<file path="src/common/pgc_pkg.sv">
// Notes on behaviour
// - select bit 31 hands radio block power to baseband when one, else to direct and sleep bits 21..12.
// - sleep bit 23 cuts slow crystal supply during sleep when set.
// - sleep bit 10 cuts RC oscillator supply during sleep when set.
// - sleep bits 7..1 cut matching memory bank during sleep.
// - sleep bit 9, reset one, drives bonding option enable.
// - direct bit 31, reset one, sets RC oscillator supply level high.
// - direct bit 30 switches fast oscillator off when one.
// - direct bits 29..23 cut bandgap through slow crystal when one.
// - direct bit 22, reset one, switches reference PLL off.
// - direct bits 21..12 gate radio blocks only when select bit is zero.
// - direct bits 11 and 10 switch off SAR converter and RC oscillator.
// - direct bits 7..1 cut memory banks at once, regardless of sleep.
`default_nettype none
package pgc_pkg;
    localparam logic [11:0] PGC_ADDR_ID     = 12'h000;
    localparam logic [11:0] PGC_ADDR_SLEEP  = 12'h004;
    localparam logic [11:0] PGC_ADDR_DIRECT = 12'h008;
    localparam logic [11:0] PGC_ADDR_STATE  = 12'h00C;
    // identification value is arbitrary
    localparam logic [15:0] PGC_ID_CODE     = 16'h5A3C;
    localparam logic [31:0] PGC_SLEEP_RST   = 32'hFF7F_FA00;
    localparam logic [31:0] PGC_SLEEP_MASK  = 32'hFFFF_FEFF;
    localparam logic [31:0] PGC_DIRECT_RST  = 32'h807F_FC00;
    localparam logic [31:0] PGC_DIRECT_MASK = 32'hFFFF_FCFF;
    localparam int PGC_B_SEL      = 31;
    localparam int PGC_B_OSC      = 30;
    localparam int PGC_B_BG       = 29;
    localparam int PGC_B_XT32     = 23;
    localparam int PGC_B_PLL      = 22;
    localparam int PGC_B_RADIO_HI = 21;
    localparam int PGC_B_RADIO_LO = 12;
    localparam int PGC_B_SAR      = 11;
    localparam int PGC_B_RCO      = 10;
    localparam int PGC_B_BOND     = 9;
    localparam int PGC_B_MEM_HI   = 7;
    localparam int PGC_B_MEM_LO   = 1;
    localparam int PGC_B_VREGLP   = 0;
    typedef struct packed {
        logic       rc_osc_supply_level;
        logic       fast_osc_off;
        logic [6:0] analog_off;
        logic       reference_pll_off;
        logic [9:0] radio_off;
        logic       sar_converter_off;
        logic       rc_osc_off;
        logic [6:0] membank_off;
        logic       bond_enable;
        logic       digital_regulator_lowpower_n;
    } pgc_power_t;
    typedef struct packed {
        logic [11:0] paddr;
        logic        psel;
        logic        penable;
        logic        pwrite;
        logic [31:0] pwdata;
    } pgc_apb_req_t;
endpackage
`default_nettype wire

</file>
<file path="src/logic/pgc_word_reg.sv">
`default_nettype none
module pgc_word_reg #(
    parameter logic [31:0] RST  = 32'h0000_0000,
    parameter logic [31:0] MASK = 32'hFFFF_FFFF
) (
    // clock and reset
    input  wire logic        mclk,
    input  wire logic        reset,
    // write side
    input  wire logic        wr,
    input  wire logic [31:0] wdata,
    // stored value
    output logic [31:0]      q
);
    logic [31:0] q_next;
    // a reset value outside the mask could never be written back
    if ((RST & ~MASK) != 32'h0000_0000) begin
        $error("reset value sets masked bits");
    end
    always_comb begin
        q_next = q;
        if (wr) begin
            q_next = wdata & MASK;
        end
    end
    always_ff @(posedge mclk) begin
        if (reset) begin
            q <= RST;
        end else begin
            q <= q_next;
        end
    end
endmodule
`default_nettype wire

</file>
<file path="src/logic/pgc_regs.sv">
// Local design decisions: the placing of the registers and the APB interface to the registers.
`default_nettype none
module pgc_regs (
    // clock and reset
    input  wire logic                mclk,
    input  wire logic                reset,
    // apb slave
    input  wire pgc_pkg::pgc_apb_req_t apb,
    output logic [31:0]              prdata,
    output logic                     pready,
    output logic                     pslverr,
    // baseband radio control
    input  wire logic [9:0]          bb_radio_off,
    // power outputs
    output pgc_pkg::pgc_power_t      pwr
);
    import pgc_pkg::*;

    logic [31:0] sleep_reg;
    logic [31:0] direct_reg;
    logic        sleep_state_flag_reg;
    logic        sleep_state_flag_next;
    logic [31:0] prdata_reg;
    logic [31:0] prdata_next;
    logic        wr_en;
    logic        rd_en;

    function automatic logic hit(input logic [11:0] a, input logic [11:0] b);
        return a[11:2] == b[11:2];
    endfunction

    // single-cycle access: ready in every access phase
    assign pready  = 1'b1;
    assign wr_en   = apb.psel & apb.penable & apb.pwrite;
    assign rd_en   = apb.psel & ~apb.penable & ~apb.pwrite;
    assign pslverr = apb.psel & apb.penable & ~(hit(apb.paddr, PGC_ADDR_ID)
                   | hit(apb.paddr, PGC_ADDR_SLEEP)
                   | hit(apb.paddr, PGC_ADDR_DIRECT)
                   | hit(apb.paddr, PGC_ADDR_STATE));
    assign prdata  = prdata_reg;

    pgc_word_reg #(.RST(PGC_SLEEP_RST), .MASK(PGC_SLEEP_MASK)) u_sleep (
        .mclk  (mclk),
        .reset (reset),
        .wr    (wr_en & hit(apb.paddr, PGC_ADDR_SLEEP)),
        .wdata (apb.pwdata),
        .q     (sleep_reg)
    );
    pgc_word_reg #(.RST(PGC_DIRECT_RST), .MASK(PGC_DIRECT_MASK)) u_direct (
        .mclk  (mclk),
        .reset (reset),
        .wr    (wr_en & hit(apb.paddr, PGC_ADDR_DIRECT)),
        .wdata (apb.pwdata),
        .q     (direct_reg)
    );

    always_comb begin
        sleep_state_flag_next = sleep_state_flag_reg;
        if (wr_en && hit(apb.paddr, PGC_ADDR_STATE)) begin
            sleep_state_flag_next = apb.pwdata[0];
        end
        // read data latched in setup so it stands through the access
        prdata_next = prdata_reg;
        if (rd_en) begin
            prdata_next = 32'h0000_0000;
            if (hit(apb.paddr, PGC_ADDR_ID)) begin
                prdata_next = {16'h0000, PGC_ID_CODE};
            end else if (hit(apb.paddr, PGC_ADDR_SLEEP)) begin
                prdata_next = sleep_reg;
            end else if (hit(apb.paddr, PGC_ADDR_DIRECT)) begin
                prdata_next = direct_reg;
            end else if (hit(apb.paddr, PGC_ADDR_STATE)) begin
                prdata_next = {31'h0000_0000, sleep_state_flag_reg};
            end
        end
    end

    always_ff @(posedge mclk) begin
        if (reset) begin
            sleep_state_flag_reg <= 1'b0;
            prdata_reg           <= 32'h0000_0000;
        end else begin
            sleep_state_flag_reg <= sleep_state_flag_next;
            prdata_reg           <= prdata_next;
        end
    end

    logic slp;
    assign slp = sleep_state_flag_reg;

    assign pwr.rc_osc_supply_level = direct_reg[31];
    assign pwr.fast_osc_off = direct_reg[PGC_B_OSC]
                            | (slp & sleep_reg[PGC_B_OSC]);
    assign pwr.analog_off = direct_reg[PGC_B_BG:PGC_B_XT32]
                          | ({7{slp}} & sleep_reg[PGC_B_BG:PGC_B_XT32]);
    assign pwr.reference_pll_off = direct_reg[PGC_B_PLL]
                                 | (slp & sleep_reg[PGC_B_PLL]);
    assign pwr.radio_off = sleep_reg[PGC_B_SEL] ? bb_radio_off
                         : (direct_reg[PGC_B_RADIO_HI:PGC_B_RADIO_LO]
                         | ({10{slp}}
                         & sleep_reg[PGC_B_RADIO_HI:PGC_B_RADIO_LO]));
    assign pwr.sar_converter_off = direct_reg[PGC_B_SAR]
                                 | (slp & sleep_reg[PGC_B_SAR]);
    assign pwr.rc_osc_off = direct_reg[PGC_B_RCO]
                          | (slp & sleep_reg[PGC_B_RCO]);
    assign pwr.membank_off = direct_reg[PGC_B_MEM_HI:PGC_B_MEM_LO]
                           | ({7{slp}}
                           & sleep_reg[PGC_B_MEM_HI:PGC_B_MEM_LO]);
    assign pwr.bond_enable = sleep_reg[PGC_B_BOND];
    assign pwr.digital_regulator_lowpower_n = sleep_reg[PGC_B_VREGLP];

    property p_mem_direct;
        @(posedge mclk) disable iff (reset)
        direct_reg[1] |-> pwr.membank_off[0];
    endproperty
    a_mem_direct: assert property (p_mem_direct)
        else $error("bank not cut by direct bit");
    property p_mem_sleep;
        @(posedge mclk) disable iff (reset)
        (!slp && !direct_reg[7]) |-> !pwr.membank_off[6];
    endproperty
    a_mem_sleep: assert property (p_mem_sleep)
        else $error("bank cut while awake");
    property p_radio_bb;
        @(posedge mclk) disable iff (reset)
        sleep_reg[31] |-> pwr.radio_off == bb_radio_off;
    endproperty
    a_radio_bb: assert property (p_radio_bb)
        else $error("radio not from baseband");
    property p_radio_dir;
        @(posedge mclk) disable iff (reset)
        (!sleep_reg[31] && direct_reg[21]) |-> pwr.radio_off[9];
    endproperty
    a_radio_dir: assert property (p_radio_dir)
        else $error("radio disable ignored");
    property p_id;
        @(posedge mclk) disable iff (reset)
        (rd_en && apb.paddr == PGC_ADDR_ID) |=> prdata == {16'h0000, PGC_ID_CODE};
    endproperty
    a_id: assert property (p_id)
        else $error("bad id read");
    property p_rsvd;
        @(posedge mclk) disable iff (reset)
        !sleep_reg[8] && direct_reg[9:8] == 2'b00;
    endproperty
    a_rsvd: assert property (p_rsvd)
        else $error("reserved bit set");
    property p_xt32;
        @(posedge mclk) disable iff (reset)
        (slp && sleep_reg[23]) |-> pwr.analog_off[0];
    endproperty
    a_xt32: assert property (p_xt32)
        else $error("slow crystal on in sleep");
    property p_rco;
        @(posedge mclk) disable iff (reset)
        pwr.rc_osc_off == (direct_reg[10] || (slp && sleep_reg[10]));
    endproperty
    a_rco: assert property (p_rco)
        else $error("rc oscillator gate wrong");
    property p_pll;
        @(posedge mclk) disable iff (reset)
        $rose(direct_reg[22]) |-> pwr.reference_pll_off;
    endproperty
    a_pll: assert property (p_pll)
        else $error("pll not off");
    property p_bond;
        @(posedge mclk) disable iff (reset)
        $fell(sleep_reg[9]) |-> !pwr.bond_enable;
    endproperty
    a_bond: assert property (p_bond)
        else $error("bond enable stuck");
    property p_osc;
        @(posedge mclk) disable iff (reset)
        direct_reg[30] |-> pwr.fast_osc_off && pwr.rc_osc_supply_level
                           == direct_reg[31];
    endproperty
    a_osc: assert property (p_osc)
        else $error("oscillator gate wrong");
    property p_level;
        @(posedge mclk) disable iff (reset)
        pwr.rc_osc_supply_level == direct_reg[31];
    endproperty
    a_level: assert property (p_level)
        else $error("supply level wrong");
    property p_osc_sleep;
        @(posedge mclk) disable iff (reset)
        (slp && sleep_reg[30]) |-> pwr.fast_osc_off;
    endproperty
    a_osc_sleep: assert property (p_osc_sleep)
        else $error("oscillator on in sleep");
    property p_analog_dir;
        @(posedge mclk) disable iff (reset)
        (direct_reg[29:23] & ~pwr.analog_off) == 7'h00;
    endproperty
    a_analog_dir: assert property (p_analog_dir)
        else $error("analog block not cut");
    property p_analog_awake;
        @(posedge mclk) disable iff (reset)
        !slp |-> pwr.analog_off == direct_reg[29:23];
    endproperty
    a_analog_awake: assert property (p_analog_awake)
        else $error("analog cut while awake");
    property p_xt32_awake;
        @(posedge mclk) disable iff (reset)
        (!slp && !direct_reg[23]) |-> !pwr.analog_off[0];
    endproperty
    a_xt32_awake: assert property (p_xt32_awake)
        else $error("slow crystal off while awake");
    property p_pll_on;
        @(posedge mclk) disable iff (reset)
        (!slp && !direct_reg[22]) |-> !pwr.reference_pll_off;
    endproperty
    a_pll_on: assert property (p_pll_on)
        else $error("pll off while enabled");
    property p_radio_sleep;
        @(posedge mclk) disable iff (reset)
        (!sleep_reg[31] && slp) |-> pwr.radio_off
            == (direct_reg[21:12] | sleep_reg[21:12]);
    endproperty
    a_radio_sleep: assert property (p_radio_sleep)
        else $error("radio gate wrong in sleep");
    property p_radio_awake;
        @(posedge mclk) disable iff (reset)
        (!sleep_reg[31] && !slp) |-> pwr.radio_off == direct_reg[21:12];
    endproperty
    a_radio_awake: assert property (p_radio_awake)
        else $error("radio gate wrong awake");
    property p_sar;
        @(posedge mclk) disable iff (reset)
        pwr.sar_converter_off == (direct_reg[11] || (slp && sleep_reg[11]));
    endproperty
    a_sar: assert property (p_sar)
        else $error("sar converter gate wrong");
    property p_rco_dir;
        @(posedge mclk) disable iff (reset)
        direct_reg[10] |-> pwr.rc_osc_off;
    endproperty
    a_rco_dir: assert property (p_rco_dir)
        else $error("rc oscillator not off");
    property p_mem_awake;
        @(posedge mclk) disable iff (reset)
        !slp |-> pwr.membank_off == direct_reg[7:1];
    endproperty
    a_mem_awake: assert property (p_mem_awake)
        else $error("bank gate wrong awake");
    property p_mem_asleep;
        @(posedge mclk) disable iff (reset)
        slp |-> pwr.membank_off == (direct_reg[7:1] | sleep_reg[7:1]);
    endproperty
    a_mem_asleep: assert property (p_mem_asleep)
        else $error("bank gate wrong in sleep");
    property p_bond_lvl;
        @(posedge mclk) disable iff (reset)
        pwr.bond_enable == sleep_reg[9];
    endproperty
    a_bond_lvl: assert property (p_bond_lvl)
        else $error("bond enable level wrong");
    property p_rd_sleep_rsvd;
        @(posedge mclk) disable iff (reset)
        (rd_en && hit(apb.paddr, PGC_ADDR_SLEEP)) |=> !prdata[8];
    endproperty
    a_rd_sleep_rsvd: assert property (p_rd_sleep_rsvd)
        else $error("reserved sleep bit read one");
    property p_rd_dir_rsvd;
        @(posedge mclk) disable iff (reset)
        (rd_en && hit(apb.paddr, PGC_ADDR_DIRECT)) |=> prdata[9:8] == 2'b00;
    endproperty
    a_rd_dir_rsvd: assert property (p_rd_dir_rsvd)
        else $error("reserved direct bit read one");
    property p_id_hi;
        @(posedge mclk) disable iff (reset)
        (rd_en && hit(apb.paddr, PGC_ADDR_ID)) |=> prdata[31:16] == 16'h0000;
    endproperty
    a_id_hi: assert property (p_id_hi)
        else $error("id upper half not zero");
    property p_ready;
        @(posedge mclk) disable iff (reset)
        (apb.psel && apb.penable) |-> pready;
    endproperty
    a_ready: assert property (p_ready)
        else $error("access phase not ready");
    property p_prdata_hold;
        @(posedge mclk) disable iff (reset)
        !rd_en |=> $stable(prdata);
    endproperty
    a_prdata_hold: assert property (p_prdata_hold)
        else $error("read data moved");
    property p_flag_hold;
        @(posedge mclk) disable iff (reset)
        !(wr_en && hit(apb.paddr, PGC_ADDR_STATE)) |=> $stable(slp);
    endproperty
    a_flag_hold: assert property (p_flag_hold)
        else $error("sleep flag moved");
    property p_dir_hold;
        @(posedge mclk) disable iff (reset)
        !(wr_en && hit(apb.paddr, PGC_ADDR_DIRECT)) |=> $stable(direct_reg);
    endproperty
    a_dir_hold: assert property (p_dir_hold)
        else $error("direct register moved");
    c_radio_sleep: cover property (@(posedge mclk) slp && !sleep_reg[31]);
    c_id_rd: cover property (@(posedge mclk) rd_en && hit(apb.paddr, PGC_ADDR_ID));
    c_sleep: cover property (@(posedge mclk) $rose(slp));
    c_bb: cover property (@(posedge mclk) $fell(sleep_reg[31]));
    c_err: cover property (@(posedge mclk) pslverr);
endmodule
`default_nettype wire

</file>
<file path="config.mk">
export PLATFORM = sky130hd
export DESIGN_NAME = pgc_regs
export DESIGN_NICKNAME = d
export VERILOG_FILES = /design/src/common/pgc_pkg.sv /design/src/logic/pgc_word_reg.sv /design/src/logic/pgc_regs.sv
export SDC_FILE = /design/constraint.sdc
export NUM_CORES = 1
export LEC_CHECK = 0
export ABC_AREA = 0
export BUFFER_PORTS_ARGS = -buffer_cell sky130_fd_sc_hd__buf_2
export CAP_MARGIN = 20
export CELL_PAD_IN_SITES_DETAIL_PLACEMENT = 0
export CELL_PAD_IN_SITES_GLOBAL_PLACEMENT = 2
export CORE_AREA = 2 2 117 119
export DETAILED_ROUTE_END_ITERATION = 8
export DIE_AREA = 0 0 119 121
export GPL_TIMING_DRIVEN = 0
export PLACE_DENSITY = 0.82
export SLEW_MARGIN = 20
export SYNTH_ARGS = -nofsm -noshare
export SYNTH_HDL_FRONTEND = slang
export SYNTH_SLANG_ARGS = --single-unit
</file>
<file path="constraint.sdc">
create_clock -name mclk -period 5.6 [get_ports mclk]
set_input_delay 1.12 -clock mclk [delete_from_list [all_inputs] [get_ports mclk]]
set_output_delay 1.12 -clock mclk [all_outputs]
set_load 0.01 [all_outputs]
</file>
==> out/summary.md <==
- 0.001034 W — Cell Int Power
- 5 — detailed-router iteration count before antenna repair
- 665 — Final #Nets
- 49.0% — Seq pwr share
- 42 — Site Rows
- 60 ps — clock-pin transition on the worst setup and hold timing paths
- 0.7899 — weighted congestion at the end of routability-driven global placement
- 0 — antenna diode count
- 477 — gate count after technology mapping
- sky130_fd_sc_hd__dfxtp_1 — most frequently used flop master after synthesis
- 0 — Post-CTS Hold Buffers
- in2out — type of the worst setup path
- false — RSZ-0062 raised after global routing
- 5.753 ps — Fin Clk Skew
- 0 — GRT overflow
- 5.028 — detail-routed via count per cell
- 61.00% — Final Cycle Share
- 33 — Unique masters post-synth
- 13680 um — Routed WL
- sky130_fd_sc_hd__dfxtp_1 — most common cell in the synthesized netlist
- sky130_fd_sc_hd__dfxtp_1, sky130_fd_sc_hd__nand3b_1, sky130_fd_sc_hd__a21oi_1, sky130_fd_sc_hd__nor3_1, sky130_fd_sc_hd__a22oi_1 — cell types with the largest area share after synthesis
- 8.420 um2 — mean cell area of the mapped netlist
- 0 ps — Total Negative Setup Slacks
- 0 — # Post-CTS Setup Buffers
- 3952 — via count of the routed design
- 4480 ps — critical path required time
- 43.8% — power share of the clock group
- 4016 um2 — summed instance area of the synthesized netlist
- reg2reg — path category of the worst min-delay check
- sky130_fd_sc_hd__clkbuf_16 — buffer type at the clock tree root
- 0 — drt drc
- 46.36% — area fraction of the dominant cell type after synthesis
- 0 — number of enable flip-flop cells after synthesis
- 2300 ps — worst path arrival time
- 263.8 nW/um2 — Cell Pwr Density
- 17.41 um — average wire per standard cell
- 0 — cells resized by post-CTS repair
- 786 — post-route non-filler standard cell count
- input pin — element type at the critical path start
- 23.31% — switching fraction of total power
- 113.9 uV — maximum vdd drop
- 3416 ps — fin crit period
- 119 um — die width
- 15 — pin count of the biggest net entering global routing
- 292.8 MHz — highest attainable clock frequency
- 118 — number of buffer cells added on primary ports
- 46.36% — part of the Yosys area used for sequential elements
- 536 — Post-Syn Nets
- 93 — number of synthesized register bits
- 689.9 ps — measured slew at the worst slew-check pin
- 14400 um2 — Die Outline Area
- sky130_fd_sc_hd__dfxtp_1, sky130_fd_sc_hd__a21oi_1, sky130_fd_sc_hd__nor3_1, sky130_fd_sc_hd__nand2_1 — most used standard cells in the synthesized netlist
- 24.75% — fraction of layout cells with a size suffix above 1
- 0% — fraction of registers with async set or reset after synthesis
- 121 um — Chip Height
- 20940 um — first-pass GRT wire length
- 7.2% — combinational share of power
- 3892 — via count of the first global-routing pass
- 4 — maximum fanout along the worst path
- 0 — Antenna Violating Nets Remaining
- 13090 um2 — core box area
- 0 — yosys synthesis warning count
- 0 — number of antenna violations at the first check in global routing
- 9 — TritonCTS Buffers
- 30.69% — Starting Density
- 0 — max_cap viols
- done — CTS tree
- 2.251 nW — P_leak
- 0.0003144 W — NetSw
- 9800 um — HPWL after detailed placement
- 18.77% — total routing usage reported by global routing
- 93 — number of clock sinks seen by CTS
- 0 — fin. max-slew vios
- output port — sort of element at the end of the critical path
- 1389 — number of inserted filler cells in the final layout
- 0 — number of setup violations in the final report
- 771 — instance count after placement with tap cells included
- 3 — level count of the clock H-tree
- 27.29% — layout overhead on the synthesized area
- completed — outcome
- 54.01% — Worst slew margin
- 300 — number of DRC markers in iteration 0
- 124 — count of pins on the block boundary
- 0 — Final Hold Fails
- 340 ps — Skew-Pair Late Insertion Delay
- 2 — largest buffer count on any clock path
- sky130_fd_sc_hd__dfxtp_1 — leading area contributor after synthesis
[metrics by stage]
stage               hold WS, ps  utilization, %  power [W]  worst slack [ps]  instance area [um2]
floorplan                 453.3               -  0.0007249              2463                 4016
global placement          432.7           36.89  0.0007735              2166                 4827
detailed placement        438.6           36.89  0.0007737              2169                 4827
CTS                       447.0           39.07   0.001361              2172                 5112
global route              468.9           39.07   0.001392              2104                 5112
finish                    441.3           39.07   0.001349              2184                 5112
[per-layer routing]
metal / wire, um / up-vias / GRT usage (%)
li1: - / 1941 / -
met1: 6261 / 1876 / 24.89
met2: 6477 / 124 / 31.29
met3: 799 / 11 / 4.370
met4: 143 / 0 / 3.869
met5: 0 / - / 0
[final timing paths]
| path | start | end | slack, ps | cells after the start |
|---|---|---|---|---|
| setup / recovery | apb[44] | pslverr | 2180 | 6 |
| hold / removal | prdata[17] | prdata[17] | 440 | 2 |
| setup reg to reg | sleep_state_flag_reg | sleep_state_flag_reg | 4510 | 3 |
| hold reg to reg | prdata[17] | prdata[17] | 440 | 2 |
[logic make-up (layout without fill, tap and decap cells)]
logic type      after synthesis  count (layout)  synth area share, %
compound gates              145             145                21.68
buf+inv                      47             180                5.358
flops                        93              93                46.36
mux                           2               2               0.5296
other cells                   2               2               0.1870
simple gates                188             188                25.89
[worst max-delay path: stages]
cell                       delay, ps
sky130_fd_sc_hd__buf_2           100
sky130_fd_sc_hd__or4_1           500
sky130_fd_sc_hd__clkbuf_1        210
sky130_fd_sc_hd__nor2_1          170
sky130_fd_sc_hd__nor2_1           60
sky130_fd_sc_hd__buf_2           130
[placed cells by master, fill, tap and decap left out]
cell	synthesis	layout
sky130_fd_sc_hd__nor4_1	3	3
sky130_fd_sc_hd__nor2b_1	9	9
sky130_fd_sc_hd__o21ai_0	30	30
sky130_fd_sc_hd__a22o_1	9	9
sky130_fd_sc_hd__nor3b_1	1	1
sky130_fd_sc_hd__nand3_1	2	2
sky130_fd_sc_hd__or3b_2	1	1
sky130_fd_sc_hd__nor4_4	1	1
sky130_fd_sc_hd__clkbuf_16	0	9
sky130_fd_sc_hd__inv_6	0	1
sky130_fd_sc_hd__buf_2	4	122
sky130_fd_sc_hd__nand4_1	2	2
sky130_fd_sc_hd__nand2_1	43	43
sky130_fd_sc_hd__mux2i_1	1	1
sky130_fd_sc_hd__buf_4	5	5
sky130_fd_sc_hd__dfxtp_1	93	93
sky130_fd_sc_hd__nor4b_4	1	1
sky130_fd_sc_hd__buf_6	2	2
sky130_fd_sc_hd__o21ai_2	3	3
sky130_fd_sc_hd__nor3_1	44	44
sky130_fd_sc_hd__nand3b_1	34	34
sky130_fd_sc_hd__clkbuf_1	34	34
sky130_fd_sc_hd__nor2_1	25	25
sky130_fd_sc_hd__o21ai_1	18	18
sky130_fd_sc_hd__conb_1	2	2
sky130_fd_sc_hd__a21o_1	18	18
sky130_fd_sc_hd__or4_1	2	2
sky130_fd_sc_hd__a21oi_1	45	45
sky130_fd_sc_hd__clkbuf_8	0	3
sky130_fd_sc_hd__and4_1	1	1
sky130_fd_sc_hd__a22oi_1	22	22
sky130_fd_sc_hd__buf_1	1	1
sky130_fd_sc_hd__mux2_2	1	1
sky130_fd_sc_hd__nand2b_1	17	17
sky130_fd_sc_hd__clkinv_2	0	2
sky130_fd_sc_hd__inv_1	1	1
sky130_fd_sc_hd__and4b_1	2	2
[power groups by stage]
stage / clock (W) / combinational [W] / sequential [W]
global placement: 0 / 0.0000972 / 0.000676
finish: 0.000591 / 0.0000969 / 0.000661
CTS: 0.000602 / 0.0000977 / 0.000661
global route: 0.000625 / 0.000106 / 0.000661
floorplan: 0 / 0.0000485 / 0.000676
detailed placement: 0 / 0.0000974 / 0.000676
[layout make-up]
| cell class | count | area, um2 | share of cell area [%] |
|---|---|---|---|
| clock buffer | 12 | 266.5 | 5.213 |
| tap | 176 | 220.2 | 4.307 |
| timing repair buffer | 118 | 590.6 | 11.55 |
| sequential | 93 | 1862 | 36.42 |
| inverter | 1 | 3.754 | 0.07342 |
| clock inverter | 3 | 18.77 | 0.3671 |
| multi-input combinational | 337 | 1939 | 37.93 |
| buffer | 46 | 211.5 | 4.136 |
Power figures use the tool's default switching activity.
